File: src/rtl/typec_src_defines.svh
// Register offsets, field positions, reset values and status codes of the source port block.
// Assumes inclusion by bare name from the top module and the testbench.
`ifndef TYPEC_SRC_DEFINES_SVH
`define TYPEC_SRC_DEFINES_SVH

`define I2C_DEV_ADDR 7'h28

`define OFS_CONN 8'h0e
`define OFS_OP 8'h11
`define OFS_CC_CTRL 8'h18
`define OFS_ILIM 8'h1e
`define OFS_ROLE 8'h1f
`define OFS_VCONN_MON 8'h20
`define OFS_TARGET 8'h21
`define OFS_SHIFT 8'h22
`define OFS_ACC 8'h24
`define OFS_DIS_TIME 8'h25
`define OFS_DIS_CTRL 8'h26
`define OFS_SUPPLY 8'h2e

`define RST_STARTUP 8'h00
`define RST_CC_CTRL 8'h01
`define RST_ILIM 8'h00
`define RST_ROLE 8'h00
`define RST_VCONN_MON 8'h01
`define RST_TARGET 8'h32
`define RST_SHIFT 8'haa
`define RST_ACC 8'h00
`define RST_DIS_TIME 8'haa
`define RST_DIS_CTRL 8'h01
`define RST_SUPPLY 8'h10

`define MASK_STARTUP 8'h01
`define MASK_CC_CTRL 8'hd1
`define MASK_ILIM 8'h0f
`define MASK_ROLE 8'h0f
`define MASK_VCONN_MON 8'h03
`define MASK_TARGET 8'hff
`define MASK_SHIFT 8'hff
`define MASK_ACC 8'h01
`define MASK_DIS_TIME 8'hff
`define MASK_DIS_CTRL 8'h01
`define MASK_SUPPLY 8'h1f

`define ROLE_SOURCE_ACC 4'h0

`define CONN_NONE 8'h00
`define CONN_SINK 8'h2d
`define CONN_SINK_CABLE 8'h2f
`define CONN_DEBUG 8'h6d
`define CONN_AUDIO 8'h81

`define OP_UNATTACHED 8'h00
`define OP_ATTACHED 8'h01
`define OP_DEBUG 8'h02
`define OP_AUDIO 8'h03

`endif

File: src/rtl/typec_src_pkg.sv
// Types shared by the source port block: terminations, state codes and the state record.
// Assumes the defines header sits beside it on the include path.
package typec_src_pkg;
  typedef enum logic [1:0] {TERM_OPEN = 2'h0, TERM_RA = 2'h1, TERM_RD = 2'h2, TERM_RP = 2'h3} term_e;

  typedef enum logic [3:0] {
    ST_UNATT = 4'h1,
    ST_ATT = 4'h2,
    ST_DBG = 4'h4,
    ST_AUDIO = 4'h8
  } attach_e;

  typedef enum logic [8:0] {
    I_IDLE = 9'h001,
    I_ADDR = 9'h002,
    I_ACK_ADDR = 9'h004,
    I_PTR = 9'h008,
    I_ACK_PTR = 9'h010,
    I_WDATA = 9'h020,
    I_ACK_W = 9'h040,
    I_RDATA = 9'h080,
    I_ACK_R = 9'h100
  } i2c_e;

  localparam int NRW = 11;

  typedef struct packed {
    logic startup_standby;
    logic [1:0] advertised_current_field;
    logic cable_supply_discharge_on;
    logic cable_supply_allow;
    logic [3:0] cable_supply_current_limit;
    logic [3:0] power_role;
    logic cable_supply_uv_watch_on;
    logic cable_supply_uv_level;
    logic [7:0] bus_voltage_target;
    logic [3:0] bus_window_high_shift;
    logic [3:0] bus_window_low_shift;
    logic powered_accessory_detect_on;
    logic [3:0] discharge_to_zero_time;
    logic [3:0] discharge_transition_time;
    logic bus_discharge_on;
    logic supply_ov_detect_off;
    logic bus_range_detect_off;
    logic [1:0] bus_zero_volt_level;
    logic supply_uv_detect_off;
  } config_s;

  typedef struct packed {
    i2c_e bus;
    logic [3:0] cnt;
    logic [7:0] shreg;
    logic [7:0] ptr;
    logic sda_low;
    logic scl_q;
    logic sda_q;
    attach_e attach;
    logic pp_on;
    logic orient_low;
    logic vconn1;
    logic vconn2;
    logic [NRW-1:0][7:0] rw;
  } state_s;
endpackage

File: src/rtl/sync2.sv
// Two-flop synchroniser for a bundle of asynchronous levels.
// Assumes each bit is an independent level; multi-bit codes may skew by one cycle.
`timescale 1ns/1ps
module sync2 #(
  parameter int W = 1
) (
  input wire logic clock, // System clock.
  input wire logic rst, // Asynchronous reset, active high.
  input wire logic [W-1:0] din, // Asynchronous levels.
  output logic [W-1:0] dout // Synchronised levels.
);
  logic [W-1:0] meta;

  always_ff @(posedge clock or posedge rst) begin
    if (rst) begin
      meta <= '0;
      dout <= '0;
    end else begin
      meta <= din;
      dout <= meta;
    end
  end
endmodule

File: src/rtl/typec_source_port_state_outputs.sv
// Source-role attach logic of a Type-C port with its I2C register file and power-path outputs.
// Assumes analog comparators give each CC termination, VDD and VBUS conditions as async levels.
// Function
// - Power-path enable drives low only when attached, VDD not over lockout, VBUS valid.
// - Power-path enable releases as soon as any enabling condition fails.
// - Start-up power selection resets to 0, normal operation.
// - Cable supply discharge on CC pins resets disabled.
// - Cable supply capability resets enabled.
// - Power role field resets to source with accessory support, all zeros.
// - Cable supply undervoltage watch resets on, level select resets to high threshold.
// - Bus voltage target resets to the 5 V DAC code.
// - High and low window shifts each reset to code 1010b.
// - Discharge-to-zero time resets to code 1010b.
// - Discharge transition time resets to code 1010b.
// - Bus discharge path resets enabled.
// - Supply overvoltage detection disable resets to 0.
// - Zero-volt level select resets to 00b.
// - Supply undervoltage detection disable resets to 1.
// - Ra with open stays unattached, outputs released, no cable supply, status 00h.
// - Rd with Ra attaches, supplies Ra line, orientation low for Rd on CC2, 2Fh.
// - CC inputs mean the termination the partner presents.
// - Connection status shows only the settled codes; no transitional codes arise.
`timescale 1ns/1ps
`include "typec_src_defines.svh"
module typec_source_port_state_outputs
  import typec_src_pkg::*;
#(
  parameter logic [6:0] DEV_ADDR = `I2C_DEV_ADDR
) (
  input wire logic clock, // System clock, 25 MHz.
  input wire logic rst, // Asynchronous reset, active high.
  input wire logic scl_in, // I2C clock pin level.
  input wire logic sda_in, // I2C data pin level.
  output logic sda_out, // I2C data output value, always low.
  output logic sda_oe, // I2C data pulls low while high.
  input wire logic [1:0] cc1_term, // Partner termination seen on CC1.
  input wire logic [1:0] cc2_term, // Partner termination seen on CC2.
  input wire logic vdd_present, // VDD pin is supplied.
  input wire logic vdd_over_lockout, // VDD above the overvoltage lockout level.
  input wire logic vbus_valid, // VBUS within its valid range.
  output logic source_power_path_enable_out, // Power-path pin value, always low.
  output logic source_power_path_enable_oe, // Power-path pin pulls low while high.
  output logic orientation_out, // Orientation pin value, always low.
  output logic orientation_oe, // Orientation pin pulls low while high.
  output logic vconn_cc1_on, // Cable supply switched to CC1.
  output logic vconn_cc2_on, // Cable supply switched to CC2.
  output config_s cfg // Configuration fields to the analog blocks.
);
  localparam logic [NRW-1:0][7:0] RW_OFS = {
    `OFS_SUPPLY, `OFS_DIS_CTRL, `OFS_DIS_TIME, `OFS_ACC, `OFS_SHIFT, `OFS_TARGET,
    `OFS_VCONN_MON, `OFS_ROLE, `OFS_ILIM, `OFS_CC_CTRL, `OFS_CONN
  };
  localparam logic [NRW-1:0][7:0] RW_RST = {
    `RST_SUPPLY, `RST_DIS_CTRL, `RST_DIS_TIME, `RST_ACC, `RST_SHIFT, `RST_TARGET,
    `RST_VCONN_MON, `RST_ROLE, `RST_ILIM, `RST_CC_CTRL, `RST_STARTUP
  };
  localparam logic [NRW-1:0][7:0] RW_MASK = {
    `MASK_SUPPLY, `MASK_DIS_CTRL, `MASK_DIS_TIME, `MASK_ACC, `MASK_SHIFT, `MASK_TARGET,
    `MASK_VCONN_MON, `MASK_ROLE, `MASK_ILIM, `MASK_CC_CTRL, `MASK_STARTUP
  };
  localparam logic [3:0] BYTE_BITS = 4'h8;

  state_s s;
  state_s next_s;
  logic [8:0] sync_out;
  logic scl_s;
  logic sda_s;
  term_e cc1;
  term_e cc2;
  logic vdd_present_s;
  logic vdd_ov_s;
  logic vbus_valid_s;
  logic scl_rise;
  logic scl_fall;
  logic bus_start;
  logic bus_stop;

  // Every pin, the CC terminations included, passes two flops before any logic reads it. The flops
  // clear low while the bus idles high, so a false falling and then rising clock edge follow reset; the idle state ignores
  // clock edges, and no start condition can form from it.
  sync2 #(
    .W(9)
  ) u_sync (
    .clock(clock),
    .rst(rst),
    .din({scl_in, sda_in, cc1_term, cc2_term, vdd_present, vdd_over_lockout, vbus_valid}),
    .dout(sync_out)
  );

  assign scl_s = sync_out[8];
  assign sda_s = sync_out[7];
  assign cc1 = term_e'(sync_out[6:5]);
  assign cc2 = term_e'(sync_out[4:3]);
  assign vdd_present_s = sync_out[2];
  assign vdd_ov_s = sync_out[1];
  assign vbus_valid_s = sync_out[0];

  assign scl_rise = scl_s & ~s.scl_q;
  assign scl_fall = ~scl_s & s.scl_q;
  assign bus_start = scl_s & s.scl_q & s.sda_q & ~sda_s;
  assign bus_stop = scl_s & s.scl_q & ~s.sda_q & sda_s;

  // Decode of the partner terminations into the attach state. There is no debounce here: the
  // comparators are expected to deliver settled levels, so a glitch shows as a short state blip.
  function automatic attach_e decode_attach(input term_e c1, input term_e c2, input logic src_role);
    attach_e a;
    a = ST_UNATT;
    // A role code other than source with accessory support leaves the port unattached.
    if (src_role) begin
      if (c1 == TERM_RD && c2 == TERM_RD) begin
        a = ST_DBG;
      end else if (c1 == TERM_RA && c2 == TERM_RA) begin
        a = ST_AUDIO;
      end else if (c1 == TERM_RD && (c2 == TERM_OPEN || c2 == TERM_RA)) begin
        a = ST_ATT;
      end else if (c2 == TERM_RD && (c1 == TERM_OPEN || c1 == TERM_RA)) begin
        a = ST_ATT;
      end else begin
        a = ST_UNATT;
      end
    end
    return a;
  endfunction

  // Only the settled codes are produced; the transitional codes that software may see on a
  // full controller do not arise because the state changes in one step.
  function automatic logic [7:0] conn_code(input attach_e a, input logic cable);
    logic [7:0] c;
    c = `CONN_NONE;
    unique case (a)
      ST_UNATT: c = `CONN_NONE;
      ST_ATT: c = cable ? `CONN_SINK_CABLE : `CONN_SINK;
      ST_DBG: c = `CONN_DEBUG;
      ST_AUDIO: c = `CONN_AUDIO;
    endcase
    return c;
  endfunction

  function automatic logic [7:0] op_code(input attach_e a);
    logic [7:0] c;
    c = `OP_UNATTACHED;
    unique case (a)
      ST_UNATT: c = `OP_UNATTACHED;
      ST_ATT: c = `OP_ATTACHED;
      ST_DBG: c = `OP_DEBUG;
      ST_AUDIO: c = `OP_AUDIO;
    endcase
    return c;
  endfunction

  // The start-up bit shares the connection offset but is write-only; reads there return status.
  function automatic logic [7:0] read_byte(input state_s st);
    logic [7:0] d;
    d = 8'h00;
    if (st.ptr == `OFS_CONN) begin
      d = conn_code(st.attach, st.vconn1 | st.vconn2);
    end else if (st.ptr == `OFS_OP) begin
      d = op_code(st.attach);
    end else begin
      for (int i = 1; i < NRW; i++) begin
        if (RW_OFS[i] == st.ptr) begin
          d = st.rw[i] & RW_MASK[i];
        end
      end
    end
    return d;
  endfunction

  always_comb begin
    attach_e na;
    logic src_role;
    logic supply_ok;
    logic bus_ok;
    logic attached;
    logic [7:0] rb;
    na = ST_UNATT;
    src_role = 1'b0;
    supply_ok = 1'b0;
    bus_ok = 1'b0;
    attached = 1'b0;
    // One lookup of the addressed byte feeds both the shift register and the first data bit.
    rb = read_byte(s);
    next_s = s;
    next_s.scl_q = scl_s;
    next_s.sda_q = sda_s;

    if (bus_start) begin
      next_s.bus = I_ADDR;
      next_s.cnt = 4'h0;
      next_s.sda_low = 1'b0;
    end else if (bus_stop) begin
      next_s.bus = I_IDLE;
      next_s.sda_low = 1'b0;
    end else begin
      unique case (s.bus)
        I_IDLE: begin
          next_s.sda_low = 1'b0;
        end
        I_ADDR, I_PTR, I_WDATA: begin
          if (scl_rise) begin
            next_s.shreg = {s.shreg[6:0], sda_s};
            next_s.cnt = s.cnt + 4'h1;
          end else if (scl_fall && s.cnt == BYTE_BITS) begin
            next_s.cnt = 4'h0;
            next_s.sda_low = 1'b1;
            if (s.bus == I_ADDR) begin
              if (s.shreg[7:1] == DEV_ADDR) begin
                next_s.bus = I_ACK_ADDR;
              end else begin
                next_s.bus = I_IDLE;
                next_s.sda_low = 1'b0;
              end
            end else if (s.bus == I_PTR) begin
              next_s.ptr = s.shreg;
              next_s.bus = I_ACK_PTR;
            end else begin
              // Writes to read-only or unmapped offsets are acknowledged and dropped.
              for (int i = 0; i < NRW; i++) begin
                if (RW_OFS[i] == s.ptr) begin
                  next_s.rw[i] = s.shreg & RW_MASK[i];
                end
              end
              next_s.ptr = s.ptr + 8'h01;
              next_s.bus = I_ACK_W;
            end
          end
        end
        I_ACK_ADDR: begin
          if (scl_fall) begin
            if (s.shreg[0]) begin
              next_s.shreg = rb;
              next_s.sda_low = ~rb[7];
              next_s.ptr = s.ptr + 8'h01;
              next_s.bus = I_RDATA;
            end else begin
              next_s.sda_low = 1'b0;
              next_s.bus = I_PTR;
            end
          end
        end
        I_ACK_PTR, I_ACK_W: begin
          if (scl_fall) begin
            next_s.sda_low = 1'b0;
            next_s.bus = I_WDATA;
          end
        end
        I_RDATA: begin
          if (scl_rise) begin
            next_s.cnt = s.cnt + 4'h1;
          end else if (scl_fall) begin
            if (s.cnt == BYTE_BITS) begin
              next_s.cnt = 4'h0;
              next_s.sda_low = 1'b0;
              next_s.bus = I_ACK_R;
            end else begin
              next_s.shreg = {s.shreg[6:0], 1'b0};
              next_s.sda_low = ~s.shreg[6];
            end
          end
        end
        I_ACK_R: begin
          // The master's acknowledge bit waits in the counter until the falling edge acts on it.
          if (scl_rise) begin
            next_s.cnt = {3'h0, sda_s};
          end else if (scl_fall) begin
            if (s.cnt[0]) begin
              next_s.bus = I_IDLE;
            end else begin
              next_s.shreg = rb;
              next_s.sda_low = ~rb[7];
              next_s.ptr = s.ptr + 8'h01;
              next_s.bus = I_RDATA;
            end
            next_s.cnt = 4'h0;
          end
        end
      endcase
    end

    src_role = (s.rw[3][3:0] == `ROLE_SOURCE_ACC);
    na = decode_attach(cc1, cc2, src_role);
    next_s.attach = na;
    attached = (na == ST_ATT) || (na == ST_DBG);
    // The bypass bits let the pin follow the attach state alone when a comparator is not fitted.
    supply_ok = ~vdd_present_s | s.rw[10][0] | ~vdd_ov_s;
    bus_ok = s.rw[10][1] | vbus_valid_s;
    next_s.pp_on = attached & supply_ok & bus_ok;
    // An unoriented debug accessory shows Rd on both lines, so it never drives the orientation pin.
    next_s.orient_low = (na == ST_ATT) && (cc2 == TERM_RD);
    next_s.vconn1 = (na == ST_ATT) && s.rw[1][0] && (cc1 == TERM_RA);
    next_s.vconn2 = (na == ST_ATT) && s.rw[1][0] && (cc2 == TERM_RA);
  end

  // The asynchronous reset loads only constants, the register defaults included.
  always_ff @(posedge clock or posedge rst) begin
    if (rst) begin
      s.bus <= I_IDLE;
      s.cnt <= 4'h0;
      s.shreg <= 8'h00;
      s.ptr <= 8'h00;
      s.sda_low <= 1'b0;
      s.scl_q <= 1'b1;
      s.sda_q <= 1'b1;
      s.attach <= ST_UNATT;
      s.pp_on <= 1'b0;
      s.orient_low <= 1'b0;
      s.vconn1 <= 1'b0;
      s.vconn2 <= 1'b0;
      s.rw <= RW_RST;
    end else begin
      s <= next_s;
    end
  end

  // Open-drain pins: the values stay low and only the enables move, so no open-drain pin is ever driven high.
  assign sda_out = 1'b0;
  assign sda_oe = s.sda_low;
  assign source_power_path_enable_out = 1'b0;
  assign source_power_path_enable_oe = s.pp_on;
  assign orientation_out = 1'b0;
  assign orientation_oe = s.orient_low;
  assign vconn_cc1_on = s.vconn1;
  assign vconn_cc2_on = s.vconn2;

  assign cfg.startup_standby = s.rw[0][0];
  assign cfg.advertised_current_field = s.rw[1][7:6];
  assign cfg.cable_supply_discharge_on = s.rw[1][4];
  assign cfg.cable_supply_allow = s.rw[1][0];
  assign cfg.cable_supply_current_limit = s.rw[2][3:0];
  assign cfg.power_role = s.rw[3][3:0];
  assign cfg.cable_supply_uv_watch_on = s.rw[4][0];
  assign cfg.cable_supply_uv_level = s.rw[4][1];
  assign cfg.bus_voltage_target = s.rw[5];
  assign cfg.bus_window_high_shift = s.rw[6][7:4];
  assign cfg.bus_window_low_shift = s.rw[6][3:0];
  assign cfg.powered_accessory_detect_on = s.rw[7][0];
  assign cfg.discharge_to_zero_time = s.rw[8][7:4];
  assign cfg.discharge_transition_time = s.rw[8][3:0];
  assign cfg.bus_discharge_on = s.rw[9][0];
  assign cfg.supply_ov_detect_off = s.rw[10][0];
  assign cfg.bus_range_detect_off = s.rw[10][1];
  assign cfg.bus_zero_volt_level = s.rw[10][3:2];
  assign cfg.supply_uv_detect_off = s.rw[10][4];
endmodule

File: config.mk
export PLATFORM = sky130hd
export DESIGN_NAME = typec_source_port_state_outputs
export DESIGN_NICKNAME = d
export VERILOG_FILES = /design/src/rtl/typec_src_pkg.sv /design/src/rtl/sync2.sv /design/src/rtl/typec_source_port_state_outputs.sv
export VERILOG_INCLUDE_DIRS = /design/src /design/src/rtl
export SDC_FILE = /design/constraint.sdc
export NUM_CORES = 1
export LEC_CHECK = 0
export ABC_AREA = 1
export BUFFER_PORTS_ARGS = -buffer_cell sky130_fd_sc_hd__clkbuf_2
export CORE_ASPECT_RATIO = 0.6
export CORE_MARGIN = 1.5
export CORE_UTILIZATION = 55
export CTS_CLUSTER_DIAMETER = 200
export DETAILED_ROUTE_END_ITERATION = 10
export PLACE_DENSITY = 0.76
export SETUP_SLACK_MARGIN = 0.1
export SLEW_MARGIN = 25
export SYNTH_ARGS = -nofsm -noshare
export SYNTH_HDL_FRONTEND = slang
export SYNTH_SLANG_ARGS = --single-unit
File: constraint.sdc
create_clock -name clock -period 4.15 [get_ports clock]
set_input_delay 0.83 -clock clock [delete_from_list [all_inputs] [get_ports clock]]
set_output_delay 0.83 -clock clock [all_outputs]
set_load 0.005 [all_outputs]
==> run summary <==
The die is 82.6 um tall. Combined global-route utilization of all metal layers: 0.272. The weighted congestion reported at the end of routability-driven placement is 0.991. TritonCTS built the clock tree.

The tools report the number of detailed-routing iterations run before antenna repair as 7. Detail-routed via count per cell: 5.65. Setup repair after global routing left no endpoint under its margin.

The largest total area in the synthesized netlist belongs to sky130_fd_sc_hd__dfrtp_1. Total number of yosys warnings: 0. Number of flops mapped to enable cells by yosys: 0. In this run the mean area of a mapped cell was 8.20 um^2. Most instantiated library cell after synthesis: sky130_fd_sc_hd__nand2_1. The post-CTS repair timing setup buffer count was 0. The largest individual stage delay along the critical path comes from the cell sky130_fd_sc_hd__dfrtp_1. The number of buffers on the longest clock path was 2; the combinational cell fraction of total power was 0.328.

The run gives 850 as the placed cell count. For the final database, setup skew stands at 7.07 ps. Yosys attributes the largest share of cell area to sky130_fd_sc_hd__dfrtp_1, sky130_fd_sc_hd__nand2_1, sky130_fd_sc_hd__dfstp_2. The biggest fanout along the worst timing path is 13. Counting I/O delays and the setup requirement, the final critical path takes 2670 ps.

The fraction of the cycle the final worst path needs is 0.643, and the die width is 136 um. Max-cap violations in this run came to 0. The commonest cells after synthesis are sky130_fd_sc_hd__nand2_1, sky130_fd_sc_hd__dfrtp_1, sky130_fd_sc_hd__inv_1. Setup violations remaining at the end of the flow were counted as 0. The worst setup slack after layout was 1480 ps. The clock-pin slew on the worst setup and hold paths works out to 70 ps.

At the pin with the least slew margin, the transition time is 877 ps. Compared with the post-synthesis result, the final layout area differs by 6.05%. The number of port buffers works out to 61. For the quantity of hold-fixing buffers added after cts, the log shows 0.

The critical path goes through ha_1 > nand3_2 > inv_2 > nor2_4 > inv_1 > nor4_1 > nand2_1 > inv_2 > nand2_1 > o21ai_0. Counting flops and latches in the post-synthesis netlist gives 104. The area taken by multi-input logic gates came out at 0.00247 mm^2. The internal power consumption is 1.82 mW, and the routed metal-1 wire length is 7050 um. The gate count after technology mapping came out at 709. The clock tree synthesis step divided the H-tree into 3 levels. The kind of path behind the tightest hold check is reg -> reg.

Largest delay contributor family on the critical path: simple AND/OR/NAND/NOR gates. The fraction of layout instances using a drive strength above 1 came out at 0.216. The detail route stage leaves a number of antenna-violating nets equal to 0. The wire length reported by the detailed router was 14500 um. The worst ir drop on vdd was 0.278 mV; the power density over the cells was 492 mW/mm^2. For the share of synthesized area occupied by flip-flops and latches, the log shows 0.452.

The post-cts repair resize count is 0, and the maximum single-stage delay on the critical path is 410 ps. The final-report max-slew violation count was 0. The power share of the clock group came out at 0.269. The die covers 0.0112 mm^2. The switching portion of total power is 0.401.

In this run the cell area of the synthesized design comes to 0.00581 mm^2. The worst slew margin relative to its limit is 0.410, and the total number of nets in the final design is 746. The core region is 0.0101 mm^2. The share of the synthesized area in the top cell type works out to 0.366. The tools report the clock insertion delay at the later pin of the skew report as 350 ps. Effective utilization at floorplan: 0.578. For the post-synthesis cell type count, the log shows 53.

The final sum of negative setup slack is 0 ps. The first global-routing pass estimated 22800 um of wire. Wire segments on met3 add up to 1490 um in the final route. In this run the core area contains 28 standard-cell rows.

The tools report the required time of the worst setup path as 4410 ps. Met2 wire length: 5710 um. The number of buffers created by CTS came out at 9. The tools report the capturing element type of the critical path as a register. After filler insertion, the fill cell instance count of the layout stands at 862.

The highest metal layer carrying signal wires in the routed design is met4. The run finished with clean final reports. TritonCTS sink count: 104. The async set-or-reset flop fraction in the synthesized netlist is 1.00, and the worst path arrival time is 2930 ps. The tools report the clock tree root buffer cell as sky130_fd_sc_hd__clkbuf_16. Based on the critical path, the design can be clocked at up to 375 MHz.

In this run the count of I/O pins placed on the die edge is 65. The leading register cell type out of synthesis was sky130_fd_sc_hd__dfrtp_1. The worst setup path category was reg -> reg. 0 antenna diodes ended up in the layout.

The number of buffers and inverters on the critical path is 3. Violation count after the first detailed-routing iteration: 545. Summing over every cut layer, the via total after detailed routing is 4889.

For the HPWL reported at the end of detailed placement, the log shows 10800 um. The post-detailed-route wirelength per cell works out to 16.7 um. STA classifies the critical path startpoint as a register. Entering global routing, the biggest net connects 87 pins. The finished layout holds 866 standard cells, fillers aside. Number of global-route vias before repair: 4307. Net switching power: 1.22 mW. Before CTS, the worst setup slack after placement is 1560 ps. The number of failing hold endpoints at the final stage was 0; the count of unresolved DRC violations after routing was 0. For this design the static power due to leakage is 3.01 nW. The storage element area is 0.00263 mm^2, and the overall overflow remaining after global route is 0.

For the initial antenna violation count, the log shows 0. The relative contribution of sequential cells to total power is 0.403.
[final cells by class]
type	count	share of cell area
Tap cell	135	0.0274
Inverter	81	0.0501
Clock buffer	10	0.0371
Multi-Input combinational cell	468	0.400
Sequential cell	104	0.426
Clock inverter	6	0.00873
Timing Repair Buffer	62	0.0507
[state kept, by name, summed over array words and instances (netlist names)]
register                     flops
sda_oe                           1
vconn_cc2_on                     1
s                               35
source_power_path_enable_oe      1
cfg                             46
orientation_oe                   1
u_sync.meta                      9
u_sync.dout                      9
vconn_cc1_on                     1
[path summary, 6_finish.rpt]
path                       slack (ps)             end           start  cells after the start
setup / recovery                 1480          cfg[4]  u_sync.dout[8]                     10
hold / removal                    350  u_sync.dout[4]  u_sync.meta[4]                      0
setup reg to reg                 1480          cfg[4]  u_sync.dout[8]                     10
hold reg to reg                   350  u_sync.dout[4]  u_sync.meta[4]                      0
max in group asynchronous        2720         cfg[20]             rst                      3
min in group asynchronous         610  u_sync.meta[7]             rst                      2
[worst register-to-register path: cells and delay by family (launching register included)]
kind | cells | cell delay (ps)
buffers and inverters | 3 | 450
AO/OA/AOI/OAI | 1 | 270
AND/OR/NAND/NOR | 5 | 1210
flip-flops | 1 | 410
adder cells (fa/ha/maj) | 1 | 220
[placed cells by master (no fill, tap or decap), types with 4 or more instances in the layout]
cell type,instances
sky130_fd_sc_hd__o21ai_2,9
sky130_fd_sc_hd__dfstp_2,19
sky130_fd_sc_hd__xor2_1,4
sky130_fd_sc_hd__o211ai_1,4
sky130_fd_sc_hd__clkbuf_16,9
sky130_fd_sc_hd__ha_1,9
sky130_fd_sc_hd__nand3_2,4
sky130_fd_sc_hd__clkbuf_2,61
sky130_fd_sc_hd__nand3_1,31
sky130_fd_sc_hd__nor2_1,37
sky130_fd_sc_hd__nor3_1,10
sky130_fd_sc_hd__a22oi_1,6
sky130_fd_sc_hd__o21ai_0,41
sky130_fd_sc_hd__nand2_1,197
sky130_fd_sc_hd__nand2_2,10
sky130_fd_sc_hd__inv_1,65
sky130_fd_sc_hd__a21oi_1,16
sky130_fd_sc_hd__nand4_1,4
sky130_fd_sc_hd__inv_2,13
sky130_fd_sc_hd__nor2_4,5
sky130_fd_sc_hd__dfrtp_1,85
sky130_fd_sc_hd__o21ai_1,32
[routing by layer]
layer,up-vias,GRT usage
li1,2282,-
met5,-,0
met4,0,0.0699
met2,247,0.370
met1,2336,0.429
met3,24,0.0586
[power groups by stage]
stage	logic (mW)	registers, mW	clock network [mW]
floorplan	0.780	1.19	0
global placement	0.952	1.23	0
detailed placement	0.967	1.24	0
CTS	0.975	1.22	0.826
global route	1.10	1.24	0.866
finish	0.994	1.22	0.818
[stage by stage]
step | hold slack [ps] | cell area (um^2) | utilization | power, mW
floorplan | 331 | 5820 | - | 1.97
global placement | 331 | 5880 | 0.585 | 2.18
detailed placement | 335 | 5880 | 0.585 | 2.20
CTS | 352 | 6160 | 0.613 | 3.02
global route | 363 | 6170 | 0.613 | 3.20
finish | 350 | 6170 | 0.613 | 3.04
[kinds of logic after synthesis]
kind of cell | count (synthesis) | share of synthesized area
flip-flops | 104 | 0.452
other | 1 | 0.000645
AND/OR/NAND/NOR | 319 | 0.255
buffers and inverters | 139 | 0.125
AO/OA/AOI/OAI | 133 | 0.142
adder cells (fa/ha/maj) | 9 | 0.0194
XOR/XNOR | 4 | 0.00602
Power figures use the tool's default switching activity.
